===== config.mk =====
export PLATFORM = sky130hd
export DESIGN_NAME = scm_status_ctrl
export DESIGN_NICKNAME = d
export VERILOG_FILES = /design/src/verilog/scm_pkg.sv /design/src/verilog/scm_status_ctrl.sv
export SDC_FILE = /design/constraint.sdc
export NUM_CORES = 1
export LEC_CHECK = 0
export BUFFER_PORTS_ARGS = -buffer_cell sky130_fd_sc_hd__buf_2
export CAP_MARGIN = 20
export CORE_MARGIN = 5
export CORE_UTILIZATION = 40
export CTS_BUF_LIST = sky130_fd_sc_hd__clkbuf_2
export CTS_CLUSTER_DIAMETER = 30
export CTS_CLUSTER_SIZE = 40
export DETAILED_ROUTE_END_ITERATION = 16
export PLACE_DENSITY = 0.68
export SETUP_SLACK_MARGIN = 0.02
export SLEW_MARGIN = 5
export SYNTH_ARGS = -nofsm -noshare
export SYNTH_HDL_FRONTEND = slang
export SYNTH_SLANG_ARGS = --single-unit

===== constraint.sdc =====
create_clock -name i_sys_clk -period 1.59 [get_ports i_sys_clk]
set_input_delay 0.0795 -clock i_sys_clk [delete_from_list [all_inputs] [get_ports i_sys_clk]]
set_output_delay 0.0795 -clock i_sys_clk [all_outputs]
set_load 0.01 [all_outputs]

===== src/verilog/scm_pkg.sv =====
// constants for the smart card status and master control block
package scm_pkg;
   // -----------------------------------------------------------------
   // register byte addresses (index times four)
   // -----------------------------------------------------------------
   localparam logic [7:0] IDX_LINE_STATUS = 8'h05;
   localparam logic [7:0] IDX_MASTER_CTRL = 8'h06;
   localparam logic [11:0] ADDR_LINE_STATUS = {2'h0, IDX_LINE_STATUS, 2'h0};
   localparam logic [11:0] ADDR_MASTER_CTRL = {2'h0, IDX_MASTER_CTRL, 2'h0};
   localparam logic [11:0] ADDR_PATH_CTRL = 12'h040;
   localparam logic [11:0] ADDR_IRQ_STATUS = 12'h044;
   localparam logic [11:0] ADDR_IRQ_CLEAR = 12'h048;
   localparam logic [11:0] ADDR_IRQ_ENABLE = 12'h04C;
   // -----------------------------------------------------------------
   // master control fields
   // -----------------------------------------------------------------
   localparam int BMC_SOFT_RESET = 0;
   localparam int BMC_IRQ_MASTER = 1;
   // -----------------------------------------------------------------
   // path control fields
   // -----------------------------------------------------------------
   localparam int PC_RX_PATH = 0;
   localparam int PC_TX_PATH = 1;
   localparam int PC_AUTO_DEACT = 2;
   localparam int PC_T0_MODE = 3;
   // -----------------------------------------------------------------
   // interrupt status bits
   // -----------------------------------------------------------------
   localparam int IRQ_W = 6;
   localparam int IRQ_PARITY = 0;
   localparam int IRQ_FRAMING = 1;
   localparam int IRQ_OVERRUN = 2;
   localparam int IRQ_UNDERFLOW = 3;
   localparam int IRQ_TX_FAIL = 4;
   localparam int IRQ_TX_DONE = 5;
   // -----------------------------------------------------------------
   // reset values and timing
   // -----------------------------------------------------------------
   localparam logic [3:0] PATH_CTRL_RST = 4'h3;
   localparam logic RST_TX_EMPTY = 1'b1;
   localparam logic [2:0] SOFT_RESET_CYCLES = 3'h4;
endpackage : scm_pkg


===== src/verilog/scm_status_ctrl.sv =====
// line status, master control and interrupt logic of the smart card block
// Operation
// - bit 7 records parity error phase
// - tx empty clears on start, sets after guard
// - bit 5 sets on guard time failure
// - empty fifo read sets underflow, drops rx path
// - framing error after store, drops rx path
// - parity error sets bit 2, drops path
// - parity error deactivates card when enabled
// - lost character sets overrun, drops rx path
// - truncated transmit message gives no overrun
// - bit 0 shows received data, read-stable
// - line status read clears bits 7 to 1
// - master enable zero blocks every interrupt
// - soft reset keeps configuration, clears gpio irqs
// - soft reset bit self-clears when done
// - card deactivation only in T=0 mode
`timescale 1ns/1ps
`default_nettype none
module scm_status_ctrl
   import scm_pkg::*;
(
   input wire logic i_sys_clk,
   input wire logic i_reset,
   // ahb-lite slave
   input wire logic i_hsel,
   input wire logic [11:0] i_haddr,
   input wire logic [1:0] i_htrans,
   input wire logic i_hwrite,
   input wire logic [2:0] i_hsize,
   input wire logic [31:0] i_hwdata,
   input wire logic i_hready,
   output logic o_hreadyout,
   output logic o_hresp,
   output logic [31:0] o_hrdata,
   // events from the transfer logic
   input wire logic i_tx_start,
   input wire logic i_tx_done,
   input wire logic i_guard_fail,
   input wire logic i_fifo_rd,
   input wire logic i_fifo_empty,
   input wire logic i_rx_frame_err,
   input wire logic i_par_err,
   input wire logic i_par_rx,
   input wire logic i_rx_lost,
   input wire logic i_tx_truncated,
   input wire logic i_rx_data_avail,
   // controls to the rest of the block
   output logic o_rx_fifo_path_enable,
   output logic o_tx_fifo_path_enable,
   output logic o_card_deactivate,
   output logic o_block_reset,
   output logic o_gpio_irq_clear,
   output logic o_irq
);

   // ----------------------------------------------------------------
   // state
   // ----------------------------------------------------------------
   typedef struct packed {
      logic par_phase;
      logic tx_empty;
      logic tx_fail;
      logic underflow;
      logic framing;
      logic parity;
      logic overrun;
      logic rx_path;
      logic tx_path;
      logic auto_deact;
      logic t0_mode;
      logic irq_master;
      logic [IRQ_W-1:0] irq_sts;
      logic [IRQ_W-1:0] irq_en;
      logic soft_rst;
      logic [2:0] rst_cnt;
      logic wr_pend;
      logic [11:0] wr_addr;
      logic [31:0] rdata;
      logic deact;
      logic gpio_clr;
   } scm_state_t;

   scm_state_t q;
   scm_state_t d;
   logic acc;
   logic rd_lsr;
   logic ev_any;
   logic [7:0] lsr_val;

   // ----------------------------------------------------------------
   // bus decode
   // ----------------------------------------------------------------
   // every transfer is zero wait state, so the address phase is taken
   // whenever the bus is ready
   // hsize is not decoded: every register is one aligned word, so a
   // narrower access behaves as a whole-word one
   assign acc = i_hsel & i_htrans[1] & i_hready;
   assign rd_lsr = acc & ~i_hwrite & (i_haddr == ADDR_LINE_STATUS);
   assign ev_any = i_tx_done | i_tx_start | i_guard_fail | i_rx_frame_err
                   | i_par_err | i_rx_lost | (i_fifo_rd & i_fifo_empty);

   // line status image, bit 0 is live fifo state
   assign lsr_val = {q.par_phase, q.tx_empty, q.tx_fail, q.underflow,
                     q.framing, q.parity, q.overrun, i_rx_data_avail};

   // ----------------------------------------------------------------
   // next state
   // ----------------------------------------------------------------
   always_comb begin
      d = q;
      d.deact = 1'b0;
      d.gpio_clr = 1'b0;
      d.wr_pend = acc & i_hwrite;
      d.wr_addr = i_haddr;
      // write data phase; the line status register ignores writes
      if (q.wr_pend) begin
         unique case (q.wr_addr)
            ADDR_MASTER_CTRL: begin
               d.irq_master = i_hwdata[BMC_IRQ_MASTER];
               // writing zero to the reset bit has no effect
               if (i_hwdata[BMC_SOFT_RESET] && !q.soft_rst) begin
                  d.soft_rst = 1'b1;
                  d.rst_cnt = SOFT_RESET_CYCLES;
                  d.gpio_clr = 1'b1;
               end
            end
            ADDR_PATH_CTRL: begin
               d.rx_path = i_hwdata[PC_RX_PATH];
               d.tx_path = i_hwdata[PC_TX_PATH];
               d.auto_deact = i_hwdata[PC_AUTO_DEACT];
               d.t0_mode = i_hwdata[PC_T0_MODE];
            end
            ADDR_IRQ_CLEAR: begin
               d.irq_sts = q.irq_sts & ~i_hwdata[IRQ_W-1:0];
            end
            ADDR_IRQ_ENABLE: begin
               d.irq_en = i_hwdata[IRQ_W-1:0];
            end
            default: begin
            end
         endcase
      end
      // read address phase; data is captured before the clear
      if (acc && !i_hwrite) begin
         unique case (i_haddr)
            ADDR_LINE_STATUS: d.rdata = {24'h000000, lsr_val};
            // master control bits 7 to 2 have no storage behind them
            ADDR_MASTER_CTRL: d.rdata = {30'h0, q.irq_master,
                                         q.soft_rst};
            ADDR_PATH_CTRL: d.rdata = {28'h0000000, q.t0_mode, q.auto_deact,
                                       q.tx_path, q.rx_path};
            ADDR_IRQ_STATUS: d.rdata = {26'h0, q.irq_sts};
            ADDR_IRQ_ENABLE: d.rdata = {26'h0, q.irq_en};
            default: d.rdata = 32'h00000000;
         endcase
      end
      // clear on read of everything but the live data bit
      // read data was latched from q above, so the old flags still return
      if (rd_lsr) begin
         d.par_phase = 1'b0;
         d.tx_empty = 1'b0;
         d.tx_fail = 1'b0;
         d.underflow = 1'b0;
         d.framing = 1'b0;
         d.parity = 1'b0;
         d.overrun = 1'b0;
      end
      // hardware events come last so a set beats a same-cycle clear
      if (!q.soft_rst) begin
         if (i_guard_fail) begin
            d.tx_fail = 1'b1;
            d.irq_sts[IRQ_TX_FAIL] = 1'b1;
         end
         if (i_fifo_rd && i_fifo_empty) begin
            d.underflow = 1'b1;
            d.rx_path = 1'b0;
            d.irq_sts[IRQ_UNDERFLOW] = 1'b1;
         end
         // the event pulse comes once the faulty character is stored
         if (i_rx_frame_err) begin
            d.framing = 1'b1;
            d.rx_path = 1'b0;
            d.irq_sts[IRQ_FRAMING] = 1'b1;
         end
         if (i_par_err) begin
            d.parity = 1'b1;
            d.par_phase = i_par_rx;
            d.irq_sts[IRQ_PARITY] = 1'b1;
            if (i_par_rx) begin
               d.rx_path = 1'b0;
            end else begin
               d.tx_path = 1'b0;
            end
            // the card is dropped at once, outside software control
            d.deact = q.auto_deact & q.t0_mode;
         end
         // a truncated transmit message sets nothing at all
         if (i_rx_lost) begin
            d.overrun = 1'b1;
            d.rx_path = 1'b0;
            d.irq_sts[IRQ_OVERRUN] = 1'b1;
         end
         if (i_tx_start) begin
            d.tx_empty = 1'b0;
         end
         // done wins over a start in the same cycle
         if (i_tx_done) begin
            d.tx_empty = 1'b1;
            d.irq_sts[IRQ_TX_DONE] = 1'b1;
         end
      end else begin
         // block reset: status returns to idle, configuration stays
         // events arriving now are dropped, the block is not yet usable
         d.par_phase = 1'b0;
         d.tx_empty = RST_TX_EMPTY;
         d.tx_fail = 1'b0;
         d.underflow = 1'b0;
         d.framing = 1'b0;
         d.parity = 1'b0;
         d.overrun = 1'b0;
         d.irq_sts = '0;
         d.rst_cnt = q.rst_cnt - 3'h1;
         if (q.rst_cnt == 3'h1) begin
            d.soft_rst = 1'b0;
         end
      end
   end

   // ----------------------------------------------------------------
   // state register
   // ----------------------------------------------------------------
   always_ff @(posedge i_sys_clk) begin
      if (i_reset) begin
         q <= '0;
         q.tx_empty <= RST_TX_EMPTY;
         q.rx_path <= PATH_CTRL_RST[PC_RX_PATH];
         q.tx_path <= PATH_CTRL_RST[PC_TX_PATH];
         q.auto_deact <= PATH_CTRL_RST[PC_AUTO_DEACT];
         q.t0_mode <= PATH_CTRL_RST[PC_T0_MODE];
      end else begin
         q <= d;
      end
   end

   // ----------------------------------------------------------------
   // outputs
   // ----------------------------------------------------------------
   assign o_hreadyout = 1'b1;
   assign o_hresp = 1'b0;
   assign o_hrdata = q.rdata;
   assign o_rx_fifo_path_enable = q.rx_path;
   assign o_tx_fifo_path_enable = q.tx_path;
   assign o_card_deactivate = q.deact;
   assign o_block_reset = q.soft_rst;
   assign o_gpio_irq_clear = q.gpio_clr;
   // master enable gates the whole request
   assign o_irq = q.irq_master & |(q.irq_sts & q.irq_en);
endmodule : scm_status_ctrl
`default_nettype wire


==> impl_metrics.toml, run 1 <==
[outcome]
status = "completed"

[synth]
ys_ff_latch = 51
ys_warn_count = 0
syn-cell-area_um2 = 2550
ys_seq_area_share_pct = 40.1
synth_edf_count = 0
synth_area_per_cell_um2 = 9.23
synth_flop_cell = "dfxtp_1"
synthArstFlopShare_pct = 0
synthCells = 276
netlist-cell-type-count = 50

[detailed_routing]
drt-wirelength-per-cell_um = 14.5
drt_iter0_drc = 259
firstDrtPassIters = 4
num_vias = 2180
routed_via_density = 5.08
drc_errors = 0
antenna_left = 0
finalWirelength_um = 6230

[pwr]
power.leakage_nw = 1.30
comb_power_share_pct = 14.4
power_density_nw_per_um2 = 704
pwr-share-clk_pct = 23.6
cell_internal_pwr_w = 0.00159
power_switching_w = 0.000605
switching_share_pct = 27.6
peakVddDrop_uv = 303
p_seq_share_pct = 61.9

[cts]
cts_made_buffers = 5
cts_htree_levels = 2
ctsRootBufferMaster = "clkbuf_2"
clk-insertion-delay-late_ps = 440
clk_pin_slew_worst_paths_ps = 250
hold_buffers = 32
cts_buffer_depth = 2
cts_tree = "yes"
cts.sinks = 51
post-cts-setup-buffers = 0
post_cts_resized = 0

[finish]
area_delta_synth_final_pct = 22.3
drive_gt1_share_pct = 21.3
fill_cells = 617
fin_util_pct = 49.7
register_area_um2 = 1020
finalNetCount = 418
multi_input_area_um2 = 1270
stdcell_area_um2 = 3120
n_antenna_cell = 0

[floorplanning]
dieArea_um2 = 8070
ioPinCount = 105
fp.dieW_um = 89.8
core_region_area_um2 = 6280
fp-row-count = 29
dieHeight_um = 89.8
initial_core_util_pct = 40.6

[worst_setup_path]
start_kind = "flip-flop"
ff2ff_setup_slack_ps = 120
required_ps = 1950
arrival_ps = 1830
crit_type = "flip-flop to flip-flop"
r2r_cells = 5
crit_start = "q[43]"
crit_end = "q[60]"
r2r-end = "q[60]"
worstPathMaxFanout = 6
worstReg2RegStart = "q[43]"
end_kind = "flip-flop"

[grt]
grt_pass1_vias = 2045
grt_pass1_wl_um = 10300
grt_max_degree = 29
antenna_found_initial = 0
track_usage_pct = 15.5
overflow = 0

[sta]
tns_ps = 0
fmax_mhz = 680
slew_viol_final = 0
finalWorstSetupSlack_ps = 119
finalSetupViolations = 0
finalHoldViolCount = 0
finalCriticalPeriod_ps = 1470
finalCritPeriodShare_pct = 92.5
fin_skew_ps = 28.3
rsz0062_at_grt = "no"

[place]
dp_slack_ps = 102
gp_congestion = 0.893
portBuffers = 47
place_area_um2 = 2750
dp_hpwl_um = 4650

[flow_run]
maxCapViolations = 0

[min_path]
hp-class = "input pin to flip-flop"
hold-path-cell-count = 4
==> power by group through the flow <==
stage / Clock, W / Combinational [W] / Sequential (W)
floorplan: 0 / 0.000196 / 0.00137
global placement: 0 / 0.000248 / 0.00138
detailed placement: 0 / 0.000254 / 0.00138
CTS: 0.000540 / 0.000314 / 0.00136
global route: 0.000593 / 0.000348 / 0.00137
finish: 0.000518 / 0.000317 / 0.00136
==> critical path, cell delays in order, from the launching register on <==
cell	delay (ps)
dfxtp_1	370
nor4_4	340
nand3_1	170
nor4b_4	270
buf_4	180
a311oi_1	90
==> layout by cell type (no fill, tap or decap), drive strengths merged, types with 10 or more instances in the layout <==
| cell type | n |
|---|---|
| o21ai | 10 |
| buf | 56 |
| a22oi | 10 |
| dfxtp | 51 |
| nor2 | 21 |
| dlygate4sd3 | 32 |
| mux2i | 11 |
| a21oi | 10 |
| conb | 26 |
| nor2b | 16 |
| inv | 14 |
| nand3 | 12 |
==> routing by layer <==
layer	vias up	global-route usage (%)	part of all wire, %
met3	8	2.84	6.8
met2	82	25.2	48
li1	1074	-	-
met4	0	5.04	1.6
met5	-	0	0
met1	1016	20.5	43
==> cells in the mapped netlist (2+ instances only) <==
cell,count,share of area [%]
dfxtp_1,51,40
buf_4,34,10
nor2_1,21,3.1
nor2b_1,16,3.9
inv_1,14,2.1
mux2i_1,11,4.3
nand3_1,11,2.2
a21oi_1,10,2.0
o21ai_0,10,2.0
a22oi_1,9,2.7
a31oi_1,8,2.0
clkbuf_1,7,1.0
nand2_1,7,1.0
nand4_1,5,1.2
o21bai_1,5,1.5
a22o_1,4,1.4
nor3b_1,3,0.88
nor4b_4,3,2.8
o211ai_1,3,0.88
a21o_1,2,0.59
a311oi_1,2,0.69
and3b_1,2,0.69
and4_1,2,0.69
buf_2,2,0.39
conb_1,2,0.29
ha_1,2,0.98
nand3b_1,2,0.59
nor3_1,2,0.39
nor4_4,2,1.7
o22ai_1,2,0.49
o31a_1,2,0.69
o32a_1,2,0.79
==> worst min path at each step <==
| stage | slack (ps) | start | end |
|---|---|---|---|
| floorplan | 180 | i_hwdata[0] | q[57] |
| detailed placement | 290 | i_hwdata[4] | q[61] |
| CTS | 100 | i_rx_data_avail | o_hrdata[0] |
| global placement | 280 | i_hwdata[5] | q[62] |
| global route | 130 | i_rx_data_avail | o_hrdata[0] |
| finish | 120 | i_rx_data_avail | o_hrdata[0] |
==> state kept, by name, summed over array words and instances, names as in the netlist <==
register / cells
o_rx_fifo_path_enable: 1
q: 31
o_card_deactivate: 1
o_hrdata: 8
o_tx_fifo_path_enable: 1
lsr_val: 7
o_gpio_irq_clear: 1
o_block_reset: 1
==> logic make-up after synthesis <==
logic type / count (synthesis) / share of synthesized area, %
multiplexers: 11 / 4.32
AO/OA/AOI/OAI: 64 / 17.5
buffers and inverters: 58 / 13.7
AND/OR/NAND/NOR: 88 / 23.1
other: 2 / 0.295
adder cells (fa/ha/maj): 2 / 0.982
flip-flops: 51 / 40.1
==> layout make-up <==
type	count	share of cell area [%]
multi-input cells	191	40.7
inverters	14	1.69
clock buffers	6	0.963
clock inverters	2	0.401
repair buffers	88	20.4
flip-flops and latches	51	32.8
well taps	77	3.09
==> per-stage QoR <==
stage,instances,hold slack [ps],power [W]
6_report,429,118,0.00219
4_1_cts,429,104,0.00221
3_3_place_gp,389,285,0.00163
5_1_grt,429,130,0.00231
2_1_floorplan,300,180,0.00157
3_5_place_dp,389,288,0.00164
(Power assumes the default switching activity.)
==> run 2: changes to the inputs <==
Settings changed: PLACE_DENSITY 0.68 to 0.69.
Clock period 1.59 ns to 1.37 ns, I/O delays scaled along.
==> run 2 against run 1 <==
The flow now finishes with violations (setup timing). Global-route usage grew 0.42 points. Critical path depth did not move. Sequential cell count stayed put. Fmax is 2.1% lower. Via count is 3.2% higher. Sequential share of layout area shrank 0.96 points. Die area unchanged. Non-clock buffer count rose by 11. Combinational power increased by 27%. Design area grew 5.3%. Critical path type unchanged. Highest routed layer unchanged.
==> impl_metrics.toml, run 2 (same netlist as run 1, synthesis figures left out) <==
[sta]
rsz0062_at_grt = "yes"
finalHoldViolCount = 0
fin_skew_ps = 23.8
slew_viol_final = 0
fmax_mhz = 665
finalSetupViolations = 20
finalWorstSetupSlack_ps = -134
finalCriticalPeriod_ps = 1500
finalCritPeriodShare_pct = 110

[cts]
cts_buffer_depth = 2
cts_htree_levels = 2
cts_made_buffers = 5
ctsRootBufferMaster = "clkbuf_2"
cts_tree = "yes"
cts.sinks = 51
clk-insertion-delay-late_ps = 430
clk_pin_slew_worst_paths_ps = 220

[floorplanning]
core_region_area_um2 = 6280
fp.dieW_um = 89.8
initial_core_util_pct = 40.6
dieArea_um2 = 8070
ioPinCount = 105
dieHeight_um = 89.8
fp-row-count = 29

[min_path]
hp-class = "input pin to flip-flop"

[finish]
fill_cells = 570
final_cell_mix = "43 x buf_2, 35 x dfxtp_1, 31 x dlygate4sd3_1, 26 x conb_1, 21 x nor2_1"
layout_commonest_cell = "buf_2"
register_area_um2 = 1040
largest_register = "q"
fin_util_pct = 52.3
multi_input_area_um2 = 1320
stdcell_area_um2 = 3280
drive_gt1_share_pct = 30.3
area_delta_synth_final_pct = 28.8
largest_reg_flops = 31
finalNetCount = 429

[detailed_routing]
firstDrtPassIters = 4
drt-wirelength-per-cell_um = 14.7
drc_errors = 0
num_vias = 2249
routed_via_density = 5.10
antenna_left = 0
drt_iter0_drc = 194
finalWirelength_um = 6500

[grt]
grt_pass1_vias = 2259
track_usage_pct = 15.9
grt_max_degree = 29
grt_pass1_wl_um = 10800
antenna_found_initial = 0
overflow = 0

[worst_setup_path]
start_kind = "flip-flop"
end_kind = "flip-flop"
worstPathMaxFanout = 6
crit_type = "flip-flop to flip-flop"
arrival_ps = 1830
required_ps = 1700

[pwr]
power_density_nw_per_um2 = 785
power.leakage_nw = 1.37
peakVddDrop_uv = 437

[outcome]
status = "complete, but fails checks"
violations = "setup timing"

[place]
portBuffers = 47
dp_hpwl_um = 4860
place_area_um2 = 2790
gp_congestion = 0.879

[flow_run]
maxCapViolations = 0
-- run 2: cell count changes in the layout (fill, tap and decap cells not counted), sizes merged --
cell	previous run	this run
dlygate4sd3	32	31
buf	56	67
dlymetal6s4s	0	1
clkinvlp	1	0
clkinv	1	2
diode	0	1
-- run 2: critical path, cell delays in order (launching register included) --
cell and delay (ps):
dfxtp_2 380, nor4_4 380, and4_1 270, buf_6 150, mux2i_1 190, nor2_1 60
-- run 2: layout make-up --
| type | count | area share, % |
|---|---|---|
| Antenna cell | 1 | 0.0762 |
| Clock buffer | 6 | 0.915 |
| Clock inverter | 2 | 0.229 |
| Inverter | 14 | 1.60 |
| Multi-Input combinational cell | 191 | 40.1 |
| Sequential cell | 51 | 31.8 |
| Tap cell | 77 | 2.94 |
| Timing Repair Buffer | 99 | 22.3 |
-- run 2: final timing paths --
path / startpoint / to / slack (ps) / cells past startpoint
min: i_haddr[8] / q[42] / 70 / 2
max reg2reg: q[43] / q[51] / -130 / 5
max: q[43] / q[51] / -130 / 5
min reg2reg: lsr_val[4] / lsr_val[4] / 500 / 2
-- run 2: power breakdown --
group	total, W	switching, W	leakage, nW	internal (W)
registers	0.00158	0.0000400	0.424	0.00154
clock network	0.000592	0.000469	0.0281	0.000123
logic	0.000403	0.000204	0.922	0.000199
total	0.00258	0.000713	1.37	0.00186
-- run 2: per-layer routing --
metal / track usage (%) / wire length, µm
met1: 20.6 / 2840
met2: 26.2 / 3080
met3: 2.34 / 382
met4: 6.68 / 190
met5: 0 / 0
-- run 2: stage by stage --
| step | setup WS, ps | hold slack [ps] | power [W] | std cells | TNS (ps) |
|---|---|---|---|---|---|
| 2_1_floorplan | 7.99 | 169 | 0.00182 | 300 | 0 |
| 3_3_place_gp | -83.3 | 276 | 0.00190 | 396 | -862 |
| 3_5_place_dp | -126 | 286 | 0.00191 | 396 | -1470 |
| 4_1_cts | -141 | 99.5 | 0.00256 | 436 | -1940 |
| 5_1_grt | -233 | 76.6 | 0.00269 | 440 | -3400 |
| 6_report | -134 | 72.3 | 0.00258 | 441 | -1360 |
-- run 2: what timing repair did --
action	CTS	global route
gates resized for setup	11	28
setup endpoints to repair	21	32
hold endpoints to repair	41	0
hold buffers	32	0
pin swaps	7	20
buffers inserted	0	5
==> run 3: changes to the inputs <==
Settings changed: TNS_END_PERCENT from default to 10.
==> run 3 against run 2 <==
The run still ends with setup timing left. Combinational power decreased by 3%. Clock power about the same. Sequential share of layout area rose by 0.29 points. Global-route usage is 0.052 points lower. Die area did not move. Critical path type unchanged. Critical endpoint unchanged. Largest cell class unchanged.
==> impl_metrics.toml, run 3 (same netlist as run 1, synthesis figures left out) <==
[finish]
final_cells = 438
finalNetCount = 426
final_cell_mix = "45 x buf_2, 44 x dfxtp_1, 32 x dlygate4sd3_1, 26 x conb_1, 21 x nor2_1"
fill_cells = 590
largest_register = "q"
fin_util_pct = 51.2
largest_reg_flops = 31
area_delta_synth_final_pct = 26.2
drive_gt1_share_pct = 25.8
layout_commonest_cell = "buf_2"

[worst_setup_path]
end_kind = "flip-flop"
required_ps = 1710
arrival_ps = 1830
crit_type = "flip-flop to flip-flop"
worstPathMaxFanout = 6
r2r-end = "q[51]"
ff2ff_setup_slack_ps = -120
start_kind = "flip-flop"
r2r_cells = 5
worstReg2RegStart = "q[43]"
crit_end = "q[51]"
crit_start = "q[43]"

[pwr]
power_density_nw_per_um2 = 796
cell_internal_pwr_w = 0.00185
pwr-share-clk_pct = 23.1
power_switching_w = 0.000708
p_seq_share_pct = 61.7
power.leakage_nw = 1.35
peakVddDrop_uv = 435
comb_power_share_pct = 15.2
switching_share_pct = 27.7

[detailed_routing]
antenna_left = 0
drt-wirelength-per-cell_um = 14.6
routed_via_density = 5.05
finalWirelength_um = 6400
firstDrtPassIters = 4
drt_iter0_drc = 149
num_vias = 2213
drc_errors = 0

[sta]
rsz0062_at_grt = "yes"
finalHoldViolCount = 0
finalWorstSetupSlack_ps = -125
slew_viol_final = 0
finalCriticalPeriod_ps = 1490
holdWs_ps = 106
tns_ps = -1350
finalSetupViolations = 22
fin_skew_ps = 20.2
fmax_mhz = 669
finalCritPeriodShare_pct = 109

[grt]
track_usage_pct = 15.8
antenna_found_initial = 0
grt_max_degree = 29
grt_pass1_vias = 2246
grt_pass1_wl_um = 10800
overflow = 0

[cts]
cts_htree_levels = 2
cts_buffer_depth = 2
cts.sinks = 51
ctsRootBufferMaster = "clkbuf_2"
cts_made_buffers = 5
clk_pin_slew_worst_paths_ps = 250
clk-insertion-delay-late_ps = 430
cts_tree = "yes"

[place]
gp_congestion = 0.879
dp_hpwl_um = 4860
dp_slack_ps = -126
placedCellCount = 396
portBuffers = 47

[flow_run]
maxCapViolations = 0

[floorplanning]
dieHeight_um = 89.8
fp.dieW_um = 89.8
initial_core_util_pct = 40.6
fp-row-count = 29
ioPinCount = 105
core_region_area_um2 = 6280
dieArea_um2 = 8070

[min_path]
hp-class = "input pin to flip-flop"

[outcome]
violations = "setup timing"
status = "complete, but fails checks"
-- run 3: cell count changes in the layout (fill, tap and decap cells not counted), moves of 2 or more --
| cell | before | now |
|---|---|---|
| dfxtp_2 | 15 | 6 |
| buf_2 | 43 | 45 |
| buf_4 | 20 | 15 |
| a22oi_2 | 4 | 1 |
| a22oi_1 | 6 | 9 |
| dfxtp_1 | 35 | 44 |
-- run 3: worst max-delay path: stages (launching register included) --
cell and delay, ps:
dfxtp_2 380, nor4_4 380, and4_1 270, buf_6 150
mux2i_1 180, nor2_1 60
-- run 3: per-stage QoR --
| step | total power (W) | cell area [µm²] |
|---|---|---|
| after floorplan | 0.00182 | 2640 |
| after global placement | 0.00190 | 2790 |
| final | 0.00256 | 3220 |
| after CTS | 0.00256 | 3170 |
| after detailed placement | 0.00191 | 2790 |
| after global routing | 0.00267 | 3210 |
-- run 3: worst min-delay path by stage --
stage	endpoint	depth (start not counted)	from	slack [ps]
floorplan	q[57]	1	i_hwdata[0]	170
global placement	q[62]	2	i_hwdata[5]	280
detailed placement	q[61]	2	i_hwdata[4]	290
CTS	o_hrdata[0]	5	i_haddr[5]	100
global route	o_hrdata[1]	5	i_haddr[5]	110
finish	o_hrdata[1]	5	i_haddr[5]	110
-- run 3: cell type report --
| class | count | area [µm²] | area share [%] |
|---|---|---|---|
| multi-input combinational | 191 | 1290 | 40.2 |
| sequential | 51 | 1030 | 32.1 |
| timing repair buffer | 96 | 703 | 21.9 |
| tap | 77 | 96.3 | 2.99 |
| inverter | 14 | 52.6 | 1.63 |
| clock buffer | 6 | 30.0 | 0.933 |
| clock inverter | 2 | 7.51 | 0.233 |
| antenna | 1 | 2.50 | 0.0778 |
-- run 3: power by group through the flow --
stage | logic, W | clock network [W] | registers [W]
6_report | 0.000390 | 0.000592 | 0.00158
5_1_grt | 0.000427 | 0.000660 | 0.00159
4_1_cts | 0.000375 | 0.000601 | 0.00158
3_5_place_dp | 0.000303 | 0 | 0.00161
3_3_place_gp | 0.000297 | 0 | 0.00160
2_1_floorplan | 0.000228 | 0 | 0.00160
-- run 3: timing repair --
| action | 4_1_cts | 5_1_grt |
|---|---|---|
| gates resized for setup | 8 | 14 |
| hold buffers | 32 | 0 |
| setup endpoints to repair | 21 | 32 |
| hold endpoints to repair | 41 | 0 |
| pin swaps | 7 | 13 |
| buffers inserted | 0 | 1 |
-- run 3: metal layers --
metal,wire length (µm),track usage [%]
met1,2790,20.6
met5,0,0
met2,3060,26.2
met3,394,2.34
met4,158,6.30
